[src/pkg/io_slot_params.svh]
`ifndef IO_SLOT_PARAMS_SVH
`define IO_SLOT_PARAMS_SVH
// Slot numbers
`define SLOT_BASIC 4'h1
`define SLOT_EXT 4'h2
`define SLOT_HANDWHEEL 4'hf
// Byte counts per slot
`define SLOT_IN_BYTES 6
`define SLOT_OUT_BYTES 4
`define HANDWHEEL_IN_BYTES 3
// Wishbone register byte addresses
`define REG_OUT_DATA_BASIC 8'h00
`define REG_OUT_DATA_EXT 8'h04
`define REG_IN_DATA_BASIC_LO 8'h08
`define REG_IN_DATA_BASIC_HI 8'h0c
`define REG_IN_DATA_EXT_LO 8'h10
`define REG_IN_DATA_EXT_HI 8'h14
`define REG_HANDWHEEL 8'h18
`define REG_CONFIG 8'h1c
`define REG_ALARM_STATUS 8'h20
`define REG_ALARM_ENTRY 8'h24
`define REG_ADDR_MAP 8'h28
// Field positions in alarm entry word
`define ENTRY_DATA_LSB 0
`define ENTRY_BYTE_LSB 8
`define ENTRY_SLOT_LSB 12
`define ENTRY_PATH_LSB 16
`define ENTRY_GROUP_LSB 24
// Reset values
`define CONFIG_RESET 32'h0000_0000
`endif

[src/pkg/io_slot_pkg.sv]
package io_slot_pkg;
    typedef logic [7:0] byte_t;
    typedef struct packed {
        logic [7:0] group;
        logic [7:0] path;
        logic [3:0] slot;
        logic [3:0] byte_index;
        logic [7:0] fault_flags;
    } alarm_entry_s;
    typedef enum logic [1:0] {
        SCAN_IDLE = 2'b00,
        SCAN_SEND = 2'b01,
        SCAN_WAIT = 2'b10
    } scan_state_e;
endpackage

[src/pkg/io_link_if.sv]
`timescale 1ns/10ps
interface io_link_if;
    // Output bytes, basic then extension
    logic [31:0] out_basic;
    logic [31:0] out_ext;
    // Input bytes from each module slot
    logic [47:0] in_basic;
    logic [47:0] in_ext;
    logic [23:0] handwheel;
    logic ext_fitted;
    // Status alarm entries from the unit
    logic alarm_valid;
    logic alarm_ready;
    logic [31:0] alarm_entry;
    modport unit (input out_basic, input out_ext, output in_basic, output in_ext, output handwheel,
        output ext_fitted, output alarm_valid, input alarm_ready, output alarm_entry);
    modport ctrl (output out_basic, output out_ext, input in_basic, input in_ext, input handwheel,
        input ext_fitted, input alarm_valid, output alarm_ready, input alarm_entry);
endinterface

[src/hw/io_unit.sv]
// Implementation choices: the address map and the Wishbone register port.
`timescale 1ns/10ps
`include "io_slot_params.svh"
module io_unit import io_slot_pkg::*; (
    // Clock and reset
    input wire logic clk_i,
    input wire logic rst_i,
    // Link to controller
    io_link_if.unit link,
    // Module strap and identity of connection
    input wire logic ext_fitted_i,
    input wire logic [7:0] group_i,
    input wire logic [7:0] path_i,
    // Field side pins
    input wire logic [47:0] di_basic_i,
    input wire logic [47:0] di_ext_i,
    input wire logic [23:0] handwheel_i,
    input wire logic [7:0] overcurrent_i,
    input wire logic [7:0] overtemp_i,
    input wire logic [63:0] ground_fault_i,
    output logic [63:0] do_o
);
    ////////////////////////////////////////////////////////////////////////
    // Pin synchronisers: three stages, accepted when stages two and three agree
    // A level seen by one stage only is a glitch and never reaches the images
    // The module strap is a pin as well, so it takes the same path
    // Reset clears every stage, so the strap reads absent until it settles
    // Bit map: 200 strap, 199:136 ground, 135:128 heat, 127:120 current, 119:0 data
    logic [200:0] pins;
    logic [200:0] s1_q;
    logic [200:0] s1_d;
    logic [200:0] s2_q;
    logic [200:0] s2_d;
    logic [200:0] s3_q;
    logic [200:0] s3_d;
    logic [200:0] clean_q;
    logic [200:0] clean_d;
    assign pins = {ext_fitted_i, ground_fault_i, overtemp_i, overcurrent_i, handwheel_i, di_ext_i, di_basic_i};
    always_comb begin
        s1_d = pins;
        s2_d = s1_q;
        s3_d = s2_q;
        for (int i = 0; i < 201; i++) begin
            clean_d[i] = (s2_q[i] == s3_q[i]) ? s3_q[i] : clean_q[i];
        end
    end
    always_ff @(posedge clk_i) begin
        if (rst_i) begin
            s1_q <= '0;
            s2_q <= '0;
            s3_q <= '0;
            clean_q <= '0;
        end else begin
            s1_q <= s1_d;
            s2_q <= s2_d;
            s3_q <= s3_d;
            clean_q <= clean_d;
        end
    end
    ////////////////////////////////////////////////////////////////////////
    // Field views of the filtered pins
    logic [47:0] di_b;
    logic [47:0] di_e;
    logic [23:0] hw_in;
    logic [7:0] oc;
    logic [7:0] ot;
    logic [63:0] gf;
    logic ext_on;
    assign di_b = clean_q[47:0];
    assign di_e = clean_q[95:48];
    assign hw_in = clean_q[119:96];
    assign oc = clean_q[127:120];
    assign ot = clean_q[135:128];
    assign gf = clean_q[199:136];
    assign ext_on = clean_q[200];
    ////////////////////////////////////////////////////////////////////////
    // Slot images: each module owns its own address block
    // An absent extension reads as zero and drives nothing, so slot two stays empty
    logic [47:0] in_b_q;
    logic [47:0] in_b_d;
    logic [47:0] in_e_q;
    logic [47:0] in_e_d;
    logic [23:0] hw_q;
    logic [23:0] hw_d;
    logic [63:0] do_q;
    logic [63:0] do_d;
    always_comb begin
        in_b_d = di_b;
        in_e_d = ext_on ? di_e : 48'h0;
        // Handwheel counts pass straight through as one three-byte slot
        hw_d = hw_in;
        // Whole byte forced off while its driver reports overcurrent or heat;
        // the mask follows the live pins, so the byte returns once the cause is gone
        for (int b = 0; b < 4; b++) begin
            do_d[b*8 +: 8] = (oc[b] | ot[b]) ? 8'h00 : link.out_basic[b*8 +: 8];
            do_d[32+b*8 +: 8] = (oc[4+b] | ot[4+b] | !ext_on) ? 8'h00 : link.out_ext[b*8 +: 8];
        end
    end
    always_ff @(posedge clk_i) begin
        if (rst_i) begin
            in_b_q <= '0;
            in_e_q <= '0;
            hw_q <= '0;
            do_q <= '0;
        end else begin
            in_b_q <= in_b_d;
            in_e_q <= in_e_d;
            hw_q <= hw_d;
            do_q <= do_d;
        end
    end
    assign link.in_basic = in_b_q;
    assign link.in_ext = in_e_q;
    assign link.handwheel = hw_q;
    assign link.ext_fitted = ext_on;
    assign do_o = do_q;
    // No alarm or stop output exists; outputs keep running on a ground fault, only an overcurrent or heat byte, or an absent extension, is forced off
    ////////////////////////////////////////////////////////////////////////
    // Status alarm scanner: one entry per output byte whose flags changed
    // Bytes are visited in turn, so a change is reported within one sweep
    // An entry waits in SEND while ready is low, so a slow controller loses none
    scan_state_e st_q;
    scan_state_e st_d;
    logic [2:0] idx_q;
    logic [2:0] idx_d;
    logic [63:0] sent_q;
    logic [63:0] sent_d;
    alarm_entry_s ent_q;
    alarm_entry_s ent_d;
    logic [7:0] flags;
    logic changed;
    logic [3:0] scan_slot;
    logic [3:0] scan_byte;
    // Index bit two picks the module, the low two bits the byte within its slot
    assign scan_slot = idx_q[2] ? `SLOT_EXT : `SLOT_BASIC;
    assign scan_byte = {2'b00, idx_q[1:0]};
    // Ground faults are only reported; they never mask an output byte
    always_comb begin
        flags = gf[idx_q*8 +: 8];
        if (idx_q[2] && !ext_on) begin
            flags = 8'h00;
        end
    end
    assign changed = (flags != sent_q[idx_q*8 +: 8]);
    always_comb begin
        st_d = st_q;
        idx_d = idx_q;
        sent_d = sent_q;
        ent_d = ent_q;
        unique case (st_q)
            SCAN_IDLE: begin
                if (changed) begin
                    ent_d.group = group_i;
                    ent_d.path = path_i;
                    ent_d.slot = scan_slot;
                    ent_d.byte_index = scan_byte;
                    ent_d.fault_flags = flags;
                    sent_d[idx_q*8 +: 8] = flags;
                    st_d = SCAN_SEND;
                end else begin
                    idx_d = idx_q + 3'd1;
                end
            end
            SCAN_SEND: begin
                if (link.alarm_ready) begin
                    st_d = SCAN_WAIT;
                end
            end
            SCAN_WAIT: begin
                idx_d = idx_q + 3'd1;
                st_d = SCAN_IDLE;
            end
            default: st_d = SCAN_IDLE;
        endcase
    end
    always_ff @(posedge clk_i) begin
        if (rst_i) begin
            st_q <= SCAN_IDLE;
            idx_q <= 3'd0;
            sent_q <= '0;
            ent_q <= '0;
        end else begin
            st_q <= st_d;
            idx_q <= idx_d;
            sent_q <= sent_d;
            ent_q <= ent_d;
        end
    end
    assign link.alarm_valid = (st_q == SCAN_SEND);
    assign link.alarm_entry = ent_q;
endmodule

[src/flat_wrapper.sv]
// flat-port wrapper written by rule: the top's interface ports become plain ports
module io_unit_flat import io_slot_pkg::*;
  (clk_i, rst_i, ext_fitted_i, group_i, path_i, di_basic_i, di_ext_i, handwheel_i, overcurrent_i, overtemp_i, ground_fault_i, do_o, link_out_basic, link_out_ext, link_in_basic, link_in_ext, link_handwheel, link_ext_fitted, link_alarm_valid, link_alarm_ready, link_alarm_entry);
  io_link_if link_i ();
  input wire logic clk_i;
  input wire logic rst_i;
  input wire logic ext_fitted_i;
  input wire logic [7:0] group_i;
  input wire logic [7:0] path_i;
  input wire logic [47:0] di_basic_i;
  input wire logic [47:0] di_ext_i;
  input wire logic [23:0] handwheel_i;
  input wire logic [7:0] overcurrent_i;
  input wire logic [7:0] overtemp_i;
  input wire logic [63:0] ground_fault_i;
  output logic [63:0] do_o;
  input wire logic [$bits(link_i.out_basic)-1:0] link_out_basic;
  input wire logic [$bits(link_i.out_ext)-1:0] link_out_ext;
  output wire logic [$bits(link_i.in_basic)-1:0] link_in_basic;
  output wire logic [$bits(link_i.in_ext)-1:0] link_in_ext;
  output wire logic [$bits(link_i.handwheel)-1:0] link_handwheel;
  output wire logic [$bits(link_i.ext_fitted)-1:0] link_ext_fitted;
  output wire logic [$bits(link_i.alarm_valid)-1:0] link_alarm_valid;
  input wire logic [$bits(link_i.alarm_ready)-1:0] link_alarm_ready;
  output wire logic [$bits(link_i.alarm_entry)-1:0] link_alarm_entry;
  assign link_i.out_basic = link_out_basic;
  assign link_i.out_ext = link_out_ext;
  assign link_in_basic = link_i.in_basic;
  assign link_in_ext = link_i.in_ext;
  assign link_handwheel = link_i.handwheel;
  assign link_ext_fitted = link_i.ext_fitted;
  assign link_alarm_valid = link_i.alarm_valid;
  assign link_i.alarm_ready = link_alarm_ready;
  assign link_alarm_entry = link_i.alarm_entry;
  io_unit u_core (.clk_i(clk_i), .rst_i(rst_i), .link(link_i), .ext_fitted_i(ext_fitted_i), .group_i(group_i), .path_i(path_i), .di_basic_i(di_basic_i), .di_ext_i(di_ext_i), .handwheel_i(handwheel_i), .overcurrent_i(overcurrent_i), .overtemp_i(overtemp_i), .ground_fault_i(ground_fault_i), .do_o(do_o));
endmodule
[config.mk]
export PLATFORM = sky130hd
export DESIGN_NAME = io_unit_flat
export DESIGN_NICKNAME = d
export VERILOG_FILES = /design/src/pkg/io_slot_pkg.sv /design/src/pkg/io_link_if.sv /design/src/hw/io_unit.sv /design/src/flat_wrapper.sv
export VERILOG_INCLUDE_DIRS = /design/src /design/src/pkg
export SDC_FILE = /design/constraint.sdc
export NUM_CORES = 1
export LEC_CHECK = 0
export BUFFER_PORTS_ARGS = -buffer_cell sky130_fd_sc_hd__buf_2
export CAP_MARGIN = 20
export CORE_MARGIN = 2
export CORE_UTILIZATION = 40
export CTS_CLUSTER_SIZE = 14
export DETAILED_ROUTE_END_ITERATION = 8
export GPL_TIMING_DRIVEN = 0
export SKIP_CTS_REPAIR_TIMING = 1
export SYNTH_ARGS = -nofsm -noshare
export SYNTH_HDL_FRONTEND = slang
export SYNTH_SLANG_ARGS = --single-unit
[constraint.sdc]
create_clock -name clk_i -period 4.15 [get_ports clk_i]
set_input_delay 0.2075 -clock clk_i [delete_from_list [all_inputs] [get_ports clk_i]]
set_output_delay 0.2075 -clock clk_i [all_outputs]
set_load 0.02 [all_outputs]
==> results of run 1 <==
-- area by class of cell --
cell class,count,share of cell area (%)
inverter,4,0.0344
clock inverter,33,1.23
clock buffer,157,7.30
sequential,1085,49.7
tap,1070,3.07
buffer,145,1.42
timing repair buffer,784,12.4
antenna,6,0.0344
multi-input combinational,1742,24.8
-- logic make-up after synthesis --
group                    count (synthesis)
AO/OA/AOI/OAI                          441
XOR/XNOR                                 5
adder cells (fa/ha/maj)                  6
buffers and inverters                  149
flip-flops                            1085
multiplexers                           123
other                                    1
AND/OR/NAND/NOR                       1163
-- metal layers --
layer	share of wire [%]	track usage, %
met5	0.13	0
met4	2.3	7.07
met3	5.1	4.88
met2	48	30.9
met1	45	24.0
-- tightest hold or removal path, stage by stage --
cell           delay, ns
dlygate4sd3_1       0.52
buf_2               0.09
and2_1              0.10
-- synth_stat cells, types with 2 or more instances --
master    count  area share, %
dfxtp_1    1085             65
nor2b_1     720             14
a21oi_1     218            3.3
nand2_1     207            2.3
o21ai_0     201            3.0
and2_1      117            2.2
clkbuf_1    117            1.3
nor2_1       57           0.65
mux2i_1      49            1.5
mux4_2       27            1.8
nand2b_1     26           0.49
mux2_4       23            1.0
mux2_2       22           0.75
buf_4        13           0.29
nor3_1        9           0.14
buf_2         7           0.11
nand3_1       7           0.11
a211oi_1      6           0.14
a311oi_1      6           0.16
and3_1        6           0.11
buf_1         6          0.068
ha_1          6           0.23
xnor2_1       5           0.13
and4_1        4           0.11
inv_1         4          0.045
o22a_1        4           0.11
nand4b_2      3           0.14
a22o_1        2          0.053
buf_6         2          0.068
or2_2         2          0.038
-- state kept, by name, indices dropped and copies added (netlist names) --
signal                   flops
u_core.clean_q             201
u_core.link.in_basic        48
u_core.idx_q                 3
u_core.link.handwheel       24
u_core.s2_q                201
u_core.link.in_ext          48
u_core.s1_q                201
u_core.s3_q                201
u_core.sent_q               64
u_core.st_q                  2
u_core.do_o                 64
u_core.link.alarm_entry     28
-- per-stage QoR --
step | std cells | utilization, % | setup slack, ns | area [sq um] | hold WS (ns)
after detailed placement | 4548 | 45.2 | 0.285 | 37100 | 0.410
after CTS | 4738 | 49.7 | 0.254 | 40800 | -0.307
final | 5026 | 53.2 | 0.243 | 43700 | 0.273
after floorplan | 2976 | - | 1.20 | 33200 | 0.329
after global routing | 5025 | 53.2 | 0.0342 | 43700 | 0.268
after global placement | 4542 | 45.1 | 0.330 | 37000 | 0.407
-- cell usage in the layout, fill, tap and decap left out, types with 7 or more instances in the layout --
cell type         n
a21oi_1         218
and2_1          117
buf_2           503
buf_4            13
bufinv_16        11
clkbuf_1        137
clkbuf_16       110
clkbuf_8         26
clkinv_2         10
dfxtp_1        1085
dlygate4sd3_1   282
mux2_2           22
mux2_4           23
mux2i_1          49
mux4_2           27
nand2_1         207
nand2b_1         26
nand3_1           7
nor2_1           57
nor2b_1         720
nor3_1            9
o21ai_0         201
-- worst paths after layout --
kind | depth (start not counted) | startpoint | endpoint | slack (ns)
worst max register to register | 10 | u_core.idx_q[1] | u_core.sent_q[0] | 0.24
worst min-delay path | 3 | link_out_basic[6] | u_core.do_o[6] | 0.27
worst min register to register | 1 | u_core.s1_q[200] | u_core.s2_q[200] | 0.42
worst max-delay path | 10 | u_core.idx_q[1] | u_core.sent_q[0] | 0.24
-- power by group --
group          switching, mW  internal (mW)
clock                   4.04           6.01
sequential             0.163           10.8
combinational           1.18          0.934
total                   5.38           17.7
==> results.py, run 1 <==
metrics = {
    "run_status": {
        "outcome": "finished, final reports clean",
    },
    "synthesis": {
        "ys_seq_area_share_pct": 65.5,
        "synth-edff-count": 0,
        "synth_simple_gate_area_share_pct": 20.1,
        "synth_top_family_by_area": "simple AND/OR/NAND/NOR gates",
        "synth_warnings": 0,
        "synth_fa_ha_area_share_pct": 0.226,
        "synthCells": 2973,
        "yosys_register_bits": 1085,
        "yosysUniqueCellTypes": 42,
        "synthMuxAreaShare_pct": 5.21,
        "synth_area_per_cell_sq_um": 11.2,
        "synth_ff_type": "dfxtp_1",
        "syn_area_sq_um": 33200,
        "async_reset_ff_share_pct": 0,
        "yosys.area_share.xor_xnor_pct": 0.132,
        "synth_compound_area_share_pct": 6.94,
    },
    "timing": {
        "tightest_slew_ns": 1.03,
        "tns_ns": 0,
        "fin_crit_sh_pct": 94.1,
        "finalHoldViolCount": 0,
        "max_slew_margin_pct": 31.3,
        "rsz0062_at_grt": "false",
        "setup_violations": 0,
        "max_freq_ghz": 0.256,
        "min_period_ns": 3.91,
        "final_max_slew_viol_count": 0,
        "finClkSkew_ns": 0.0271,
    },
    "drt": {
        "remaining_drc_errors": 0,
        "drt_iter0_drc": 995,
        "ant_nets": 0,
        "routed_wl_mm": 85.6,
        "vias_per_cell": 4.52,
        "first_pass_iters": 5,
        "num_vias": 22700,
        "wl_per_cell_um": 17.0,
    },
    "placement": {
        "gp_congestion": 0.840,
        "dpl.hpwl_mm": 59.3,
        "portBuffers": 496,
    },
    "floorplanning": {
        "die_y_um": 292,
        "coreArea_sq_um": 82100,
        "core.rowCount": 105,
        "die_w_um": 292,
        "ios": 502,
        "initial_core_util_pct": 40.4,
        "design.die.area_sq_um": 85200,
    },
    "global_route": {
        "antenna_found_initial": 17,
        "first_global_vias": 20900,
        "grt_start_max_net_pins": 16,
        "grt_pass1_wl_mm": 123,
        "grt_overflow": 0,
        "grt.total_usage_pct": 18.9,
    },
    "critical_path": {
        "crit_path_top_delay_cell": "nor4b_1",
        "path_class": "register to register",
        "required_ns": 4.69,
        "max_stage_delay_ns": 0.78,
        "critPathArrivalTime_ns": 4.45,
        "path_delay_family": "buffers and inverters",
        "crit_path_end_kind": "register",
        "crit_chain": "buf_4, buf_4, buf_2, inv_1, ha_1, ha_1, nor4b_1, clkbuf_1, nand2_1, mux2i_1",
        "cp-start-kind": "register",
        "path_buf_inv": 5,
        "worstPathMaxFanout": 10,
    },
    "layout": {
        "final-seq-area_sq_um": 21700,
        "areaGrowthSynthToFinish_pct": 31.7,
        "final_nets": 4160,
        "drive_above_1_share_pct": 19.6,
        "multi_input_area_sq_um": 10800,
        "nFillCells": 7152,
    },
    "clock_tree": {
        "cts_tree": "done",
        "htreeDepth": 3,
        "clockBufferDepth": 3,
        "cts_num_sinks": 1085,
        "path_clk_slew_ns": 0.06,
        "clockRootBuffer": "clkbuf_16",
        "worstSkewPairLatency_ns": 0.67,
        "cts_buffers": 108,
    },
    "pwr": {
        "ir_worst_vdd_uv": 348,
        "finalPower_mw": 23.1,
        "power_density_nw_per_um2": 529,
        "leakage_nw": 17.7,
    },
    "run": {
        "drv_cap": 0,
    },
    "worst_hold_path": {
        "hp-class": "input pin to register",
    },
}
(Power assumes the default switching activity.)
==> run 2, diff against run 1 <==
--- a/config.mk
+++ b/config.mk
@@ -6,6 +6,7 @@
 export SDC_FILE = /design/constraint.sdc
 export NUM_CORES = 1
 export LEC_CHECK = 0
+export ABC_AREA = 1
 export BUFFER_PORTS_ARGS = -buffer_cell sky130_fd_sc_hd__buf_2
 export CAP_MARGIN = 20
 export CORE_MARGIN = 2
==> results.py, run 2 <==
metrics = {
    "synthesis": {
        "syn_area_sq_um": 34900,
        "synth_top_family_by_area": "simple AND/OR/NAND/NOR gates",
        "async_reset_ff_share_pct": 0,
        "yosysTopAreaCell": "dfxtp_1",
        "ys_seq_area_share_pct": 62.3,
        "synth_area_per_cell_sq_um": 8.21,
        "synth-edff-count": 0,
        "synth_simple_gate_area_share_pct": 18.6,
        "synthMuxAreaShare_pct": 0,
        "synth_ff_type": "dfxtp_1",
        "yosys_register_bits": 1085,
        "yosysUniqueCellTypes": 26,
        "synth_warnings": 0,
        "ys_top_cells_by_count": "dfxtp_1, nor2_1, inv_1",
        "netlist.area_leader.share_pct": 62.3,
        "synthCells": 4246,
        "synth_compound_area_share_pct": 6.12,
        "yosys.area_share.xor_xnor_pct": 0,
        "synth_most_common_cell": "dfxtp_1",
        "synthTopCellsByArea": "dfxtp_1, nor2_1, inv_1",
        "synth_fa_ha_area_share_pct": 0.215,
    },
    "timing": {
        "rsz0062_at_grt": "false",
        "finalHoldViolCount": 0,
        "setup_violations": 0,
        "finClkSkew_ns": 0.0301,
        "max_slew_margin_pct": 25.6,
        "tns_ns": 0,
        "whs_ns": 0.271,
        "max_freq_ghz": 0.266,
        "final_max_slew_viol_count": 0,
        "min_period_ns": 3.76,
        "timing.final.ws_setup_ns": 0.387,
        "fin_crit_sh_pct": 90.7,
        "tightest_slew_ns": 1.12,
    },
    "pwr": {
        "leakage_nw": 20.8,
        "ir_worst_vdd_uv": 355,
        "power_density_nw_per_um2": 527,
        "finalPower_mw": 23.9,
    },
    "layout": {
        "post-route-util_pct": 52.5,
        "final_area_sq_um": 45400,
        "drive_above_1_share_pct": 13.9,
        "final_nets": 5432,
        "final_cell_mix": "dfxtp_1, nor2_1, inv_1",
        "final_cells": 6393,
        "layout_commonest_cell": "dfxtp_1",
        "nFillCells": 8090,
        "final-seq-area_sq_um": 21700,
        "multi_input_area_sq_um": 8700,
        "areaGrowthSynthToFinish_pct": 30.3,
    },
    "critical_path": {
        "cp-start-kind": "register",
        "r2r_slack_ns": 0.39,
        "required_ns": 4.75,
        "worstPathMaxFanout": 11,
        "r2r_cells": 15,
        "crit_path_end_kind": "register",
        "path_class": "register to register",
        "timing.rr.start": "u_core.idx_q[0]",
        "critPathArrivalTime_ns": 4.37,
        "rr_endpoint": "u_core.sent_q[0]",
    },
    "floorplanning": {
        "coreArea_sq_um": 86600,
        "ios": 502,
        "core.rowCount": 108,
        "die_y_um": 299,
        "design.die.area_sq_um": 89500,
        "die_w_um": 299,
        "initial_core_util_pct": 40.2,
    },
    "global_route": {
        "grt.total_usage_pct": 19.6,
        "grt_pass1_wl_mm": 137,
        "grt_overflow": 0,
        "antenna_found_initial": 11,
        "grt_start_max_net_pins": 15,
        "first_global_vias": 25000,
    },
    "clock_tree": {
        "clockBufferDepth": 3,
        "path_clk_slew_ns": 0.06,
        "clockRootBuffer": "clkbuf_16",
        "worstSkewPairLatency_ns": 0.68,
        "cts_num_sinks": 1085,
        "htreeDepth": 3,
        "cts_buffers": 109,
        "cts_tree": "done",
    },
    "worst_hold_path": {
        "hp-class": "input pin to register",
        "hold_path_depth": 4,
        "min-delay-start": "handwheel_i[20]",
        "holdPathEnd": "u_core.s1_q[116]",
    },
    "placement": {
        "post-place-cells": 5903,
        "place_area_sq_um": 38800,
        "portBuffers": 496,
        "gp_congestion": 0.925,
        "dpl.hpwl_mm": 65.2,
        "dp_slack_ns": 0.257,
    },
    "drt": {
        "num_vias": 27400,
        "wl_per_cell_um": 14.5,
        "ant_nets": 0,
        "drt_iter0_drc": 1396,
        "first_pass_iters": 5,
        "vias_per_cell": 4.28,
        "remaining_drc_errors": 0,
        "routed_wl_mm": 92.7,
    },
    "run": {
        "drv_cap": 0,
    },
    "run_status": {
        "outcome": "finished, final reports clean",
    },
}
[run 2: cell types whose count changed in the layout (fill, tap and decap cells not counted), moves of 39 or more]
cell | previous run | this run
mux2i_1 | 49 | 0
a211oi_1 | 6 | 124
nor2_1 | 57 | 1042
nand4_1 | 0 | 39
o21ai_0 | 201 | 6
nor2b_1 | 720 | 0
and2_1 | 117 | 0
nand3_1 | 7 | 124
inv_1 | 4 | 995
nand2_1 | 207 | 401
[run 2: kinds of logic (layout without fill, tap and decap cells)]
| group | Yosys count | in the layout |
|---|---|---|
| AOI/OAI and AO/OA | 364 | 364 |
| adders and majority gates | 6 | 6 |
| buffers and inverters | 1159 | 2145 |
| DFF | 1085 | 1085 |
| other | 1 | 7 |
| and+or+nand+nor | 1631 | 1631 |
[run 2: critical path: stages (launching register included)]
cell	delay [ns]
dfxtp_1	0.41
buf_4	0.20
inv_2	0.07
buf_6	0.14
buf_4	0.21
clkbuf_1	0.50
ha_1	0.25
ha_1	0.13
clkbuf_1	0.31
inv_1	0.10
clkbuf_1	0.26
nor4_4	0.56
nand3_2	0.27
nand2_1	0.13
nand2_1	0.05
nor2_1	0.09
[run 2: layer usage]
metal / track usage, % / routed length, um / up-vias
met2: 33.6 / 45200 / 562
met3: 4.57 / 4810 / 173
met5: 0 / 96 / -
met1: 24.5 / 40500 / 12300
li1: - / - / 14300
met4: 5.45 / 2160 / 16
[run 2: area by class of cell]
| class | count | share of cell area (%) |
|---|---|---|
| Sequential cell | 1085 | 47.8 |
| Multi-Input combinational cell | 2005 | 19.2 |
| Timing Repair Buffer | 782 | 11.8 |
| Inverter | 999 | 8.25 |
| Clock buffer | 157 | 6.96 |
| Tap cell | 1155 | 3.18 |
| Buffer | 160 | 1.55 |
| Clock inverter | 47 | 1.31 |
| Antenna cell | 3 | 0.0165 |
[run 2: power breakdown]
group          switching (mW)  internal [mW]  total [mW]
clock network            4.07           6.10        10.2
registers               0.181           10.8        11.0
logic                    1.81          0.949        2.76
total                    6.06           17.9        23.9
[run 2: worst max-delay path by stage]
stage	cells past startpoint	startpoint	slack (ns)	end
floorplan	14	u_core.idx_q[0]	1.18	u_core.sent_q[0]
global placement	14	u_core.idx_q[0]	0.13	u_core.sent_q[9]
detailed placement	15	u_core.idx_q[0]	0.26	u_core.sent_q[0]
CTS	15	u_core.idx_q[0]	0.24	u_core.sent_q[0]
global route	15	u_core.idx_q[0]	0.14	u_core.sent_q[5]
finish	15	u_core.idx_q[0]	0.39	u_core.sent_q[0]
==> run 3, diff against run 2 <==
--- a/config.mk
+++ b/config.mk
@@ -9,6 +9,7 @@
 export ABC_AREA = 1
 export BUFFER_PORTS_ARGS = -buffer_cell sky130_fd_sc_hd__buf_2
 export CAP_MARGIN = 20
+export CORE_ASPECT_RATIO = 1.4
 export CORE_MARGIN = 2
 export CORE_UTILIZATION = 40
 export CTS_CLUSTER_SIZE = 14
==> results.py, run 3 (same netlist as run 2, synthesis figures left out) <==
metrics = {
    "drt": {
        "num_vias": 27300,
        "wl_per_cell_um": 14.6,
        "drt_iter0_drc": 1424,
        "ant_nets": 0,
        "routed_wl_mm": 92.9,
        "first_pass_iters": 8,
        "remaining_drc_errors": 0,
        "vias_per_cell": 4.27,
    },
    "run": {
        "drv_cap": 0,
    },
    "clock_tree": {
        "clockRootBuffer": "clkbuf_16",
        "htreeDepth": 3,
        "clockBufferDepth": 3,
        "worstSkewPairLatency_ns": 0.67,
        "cts_num_sinks": 1085,
        "cts_buffers": 100,
        "path_clk_slew_ns": 0.07,
        "cts_tree": "done",
    },
    "timing": {
        "rsz0062_at_grt": "false",
        "max_slew_margin_pct": 25.5,
        "finClkSkew_ns": 0.0302,
        "max_freq_ghz": 0.261,
        "whs_ns": 0.283,
        "setup_violations": 0,
        "fin_crit_sh_pct": 92.2,
        "tns_ns": 0,
        "tightest_slew_ns": 1.12,
        "final_max_slew_viol_count": 0,
        "finalHoldViolCount": 0,
        "min_period_ns": 3.82,
    },
    "placement": {
        "post-place-cells": 5917,
        "dpl.hpwl_mm": 66.8,
        "portBuffers": 496,
        "gp_congestion": 0.933,
    },
    "global_route": {
        "antenna_found_initial": 10,
        "grt_overflow": 0,
        "grt_start_max_net_pins": 15,
        "grt_pass1_wl_mm": 137,
        "first_global_vias": 25200,
        "globalRouteMet1Util_pct": 22.2,
        "met2_usage_pct": 36.3,
        "busiest_layer": "met2",
        "grt.total_usage_pct": 19.9,
        "gr-usage-met3_pct": 4.67,
    },
    "floorplanning": {
        "coreArea_sq_um": 86600,
        "die_w_um": 254,
        "die_y_um": 353,
        "ios": 502,
        "core.rowCount": 128,
        "design.die.area_sq_um": 89600,
        "initial_core_util_pct": 40.2,
    },
    "pwr": {
        "ir_worst_vdd_uv": 386,
        "leakage_nw": 20.6,
        "power_density_nw_per_um2": 515,
    },
    "critical_path": {
        "worstPathMaxFanout": 11,
        "crit_path_end_kind": "register",
        "cp-start-kind": "register",
        "r2r_cells": 15,
        "required_ns": 4.74,
        "path_class": "register to register",
        "critPathArrivalTime_ns": 4.42,
    },
    "layout": {
        "drive_above_1_share_pct": 13.6,
        "layout_commonest_cell": "dfxtp_1",
        "final_nets": 5424,
        "final_cells": 6382,
        "final_cell_mix": "dfxtp_1, nor2_1, inv_1",
        "areaGrowthSynthToFinish_pct": 29.4,
    },
    "worst_hold_path": {
        "hp-class": "input pin to register",
        "hold_path_depth": 4,
    },
    "run_status": {
        "outcome": "finished, final reports clean",
    },
}
-- run 3: changes by cell type in the layout (fill, tap and decap cells not counted), sizes merged --
| cell | change |
|---|---|
| bufinv | -3 |
| clkinvlp | +4 |
| inv | -3 |
| clkinv | -12 |
| clkbuf | -12 |
| diode | +1 |
| buf | -1 |
-- run 3: power by group --
part / total, mW / internal (mW) / switching [mW] / leakage, nW
logic: 2.75 / 0.949 / 1.80 / 10.1
clock network: 9.49 / 5.56 / 3.93 / 1.67
registers: 11.0 / 10.8 / 0.177 / 8.86
total: 23.2 / 17.3 / 5.91 / 20.6
-- run 3: metrics by stage --
step / worst slack (ns) / power (mW) / area (sq um) / util (%)
6_report: 0.326 / 23.2 / 45100 / 52.1
5_1_grt: 0.0728 / 24.3 / 45100 / 52.1
4_1_cts: 0.103 / 23.3 / 42300 / 48.8
3_5_place_dp: 0.124 / 13.8 / 38800 / 44.8
3_3_place_gp: 0.0560 / 13.7 / 38800 / 44.8
2_1_floorplan: 1.18 / 12.8 / 34900 / -
-- run 3: path summary, 6_finish.rpt --
kind	start	to	slack, ns
max	u_core.idx_q[0]	u_core.sent_q[5]	0.33
max reg2reg	u_core.idx_q[0]	u_core.sent_q[5]	0.33
min	di_basic_i[13]	u_core.s1_q[13]	0.28
min reg2reg	u_core.s1_q[51]	u_core.s2_q[51]	0.40
-- run 3: per-layer routing --
metal  up-vias  wire length (um)
met5         -                80
met4        12              3290
met3       181              4790
met2       566             47300
met1     12200             37500
li1      14200                 -
-- run 3: area by class of cell --
type / count / area, sq um
Clock buffer: 143 / 2950
Sequential cell: 1085 / 21700
Inverter: 999 / 3750
Antenna cell: 4 / 10.0
Multi-Input combinational cell: 2005 / 8710
Timing Repair Buffer: 783 / 5350
Clock inverter: 33 / 465
Fill cell: 8136 / 41500
Buffer: 160 / 706
Tap cell: 1170 / 1460
-- run 3: worst max-delay path, cell delays in order (launching register included) --
cell,delay [ns]
dfxtp_1,0.41
buf_4,0.20
inv_2,0.07
buf_6,0.16
buf_4,0.20
clkbuf_1,0.46
ha_1,0.24
ha_1,0.14
clkbuf_1,0.34
inv_1,0.10
clkbuf_1,0.28
nor4_4,0.59
nand3_2,0.30
nand2_1,0.12
nand2_1,0.05
nor2_1,0.08
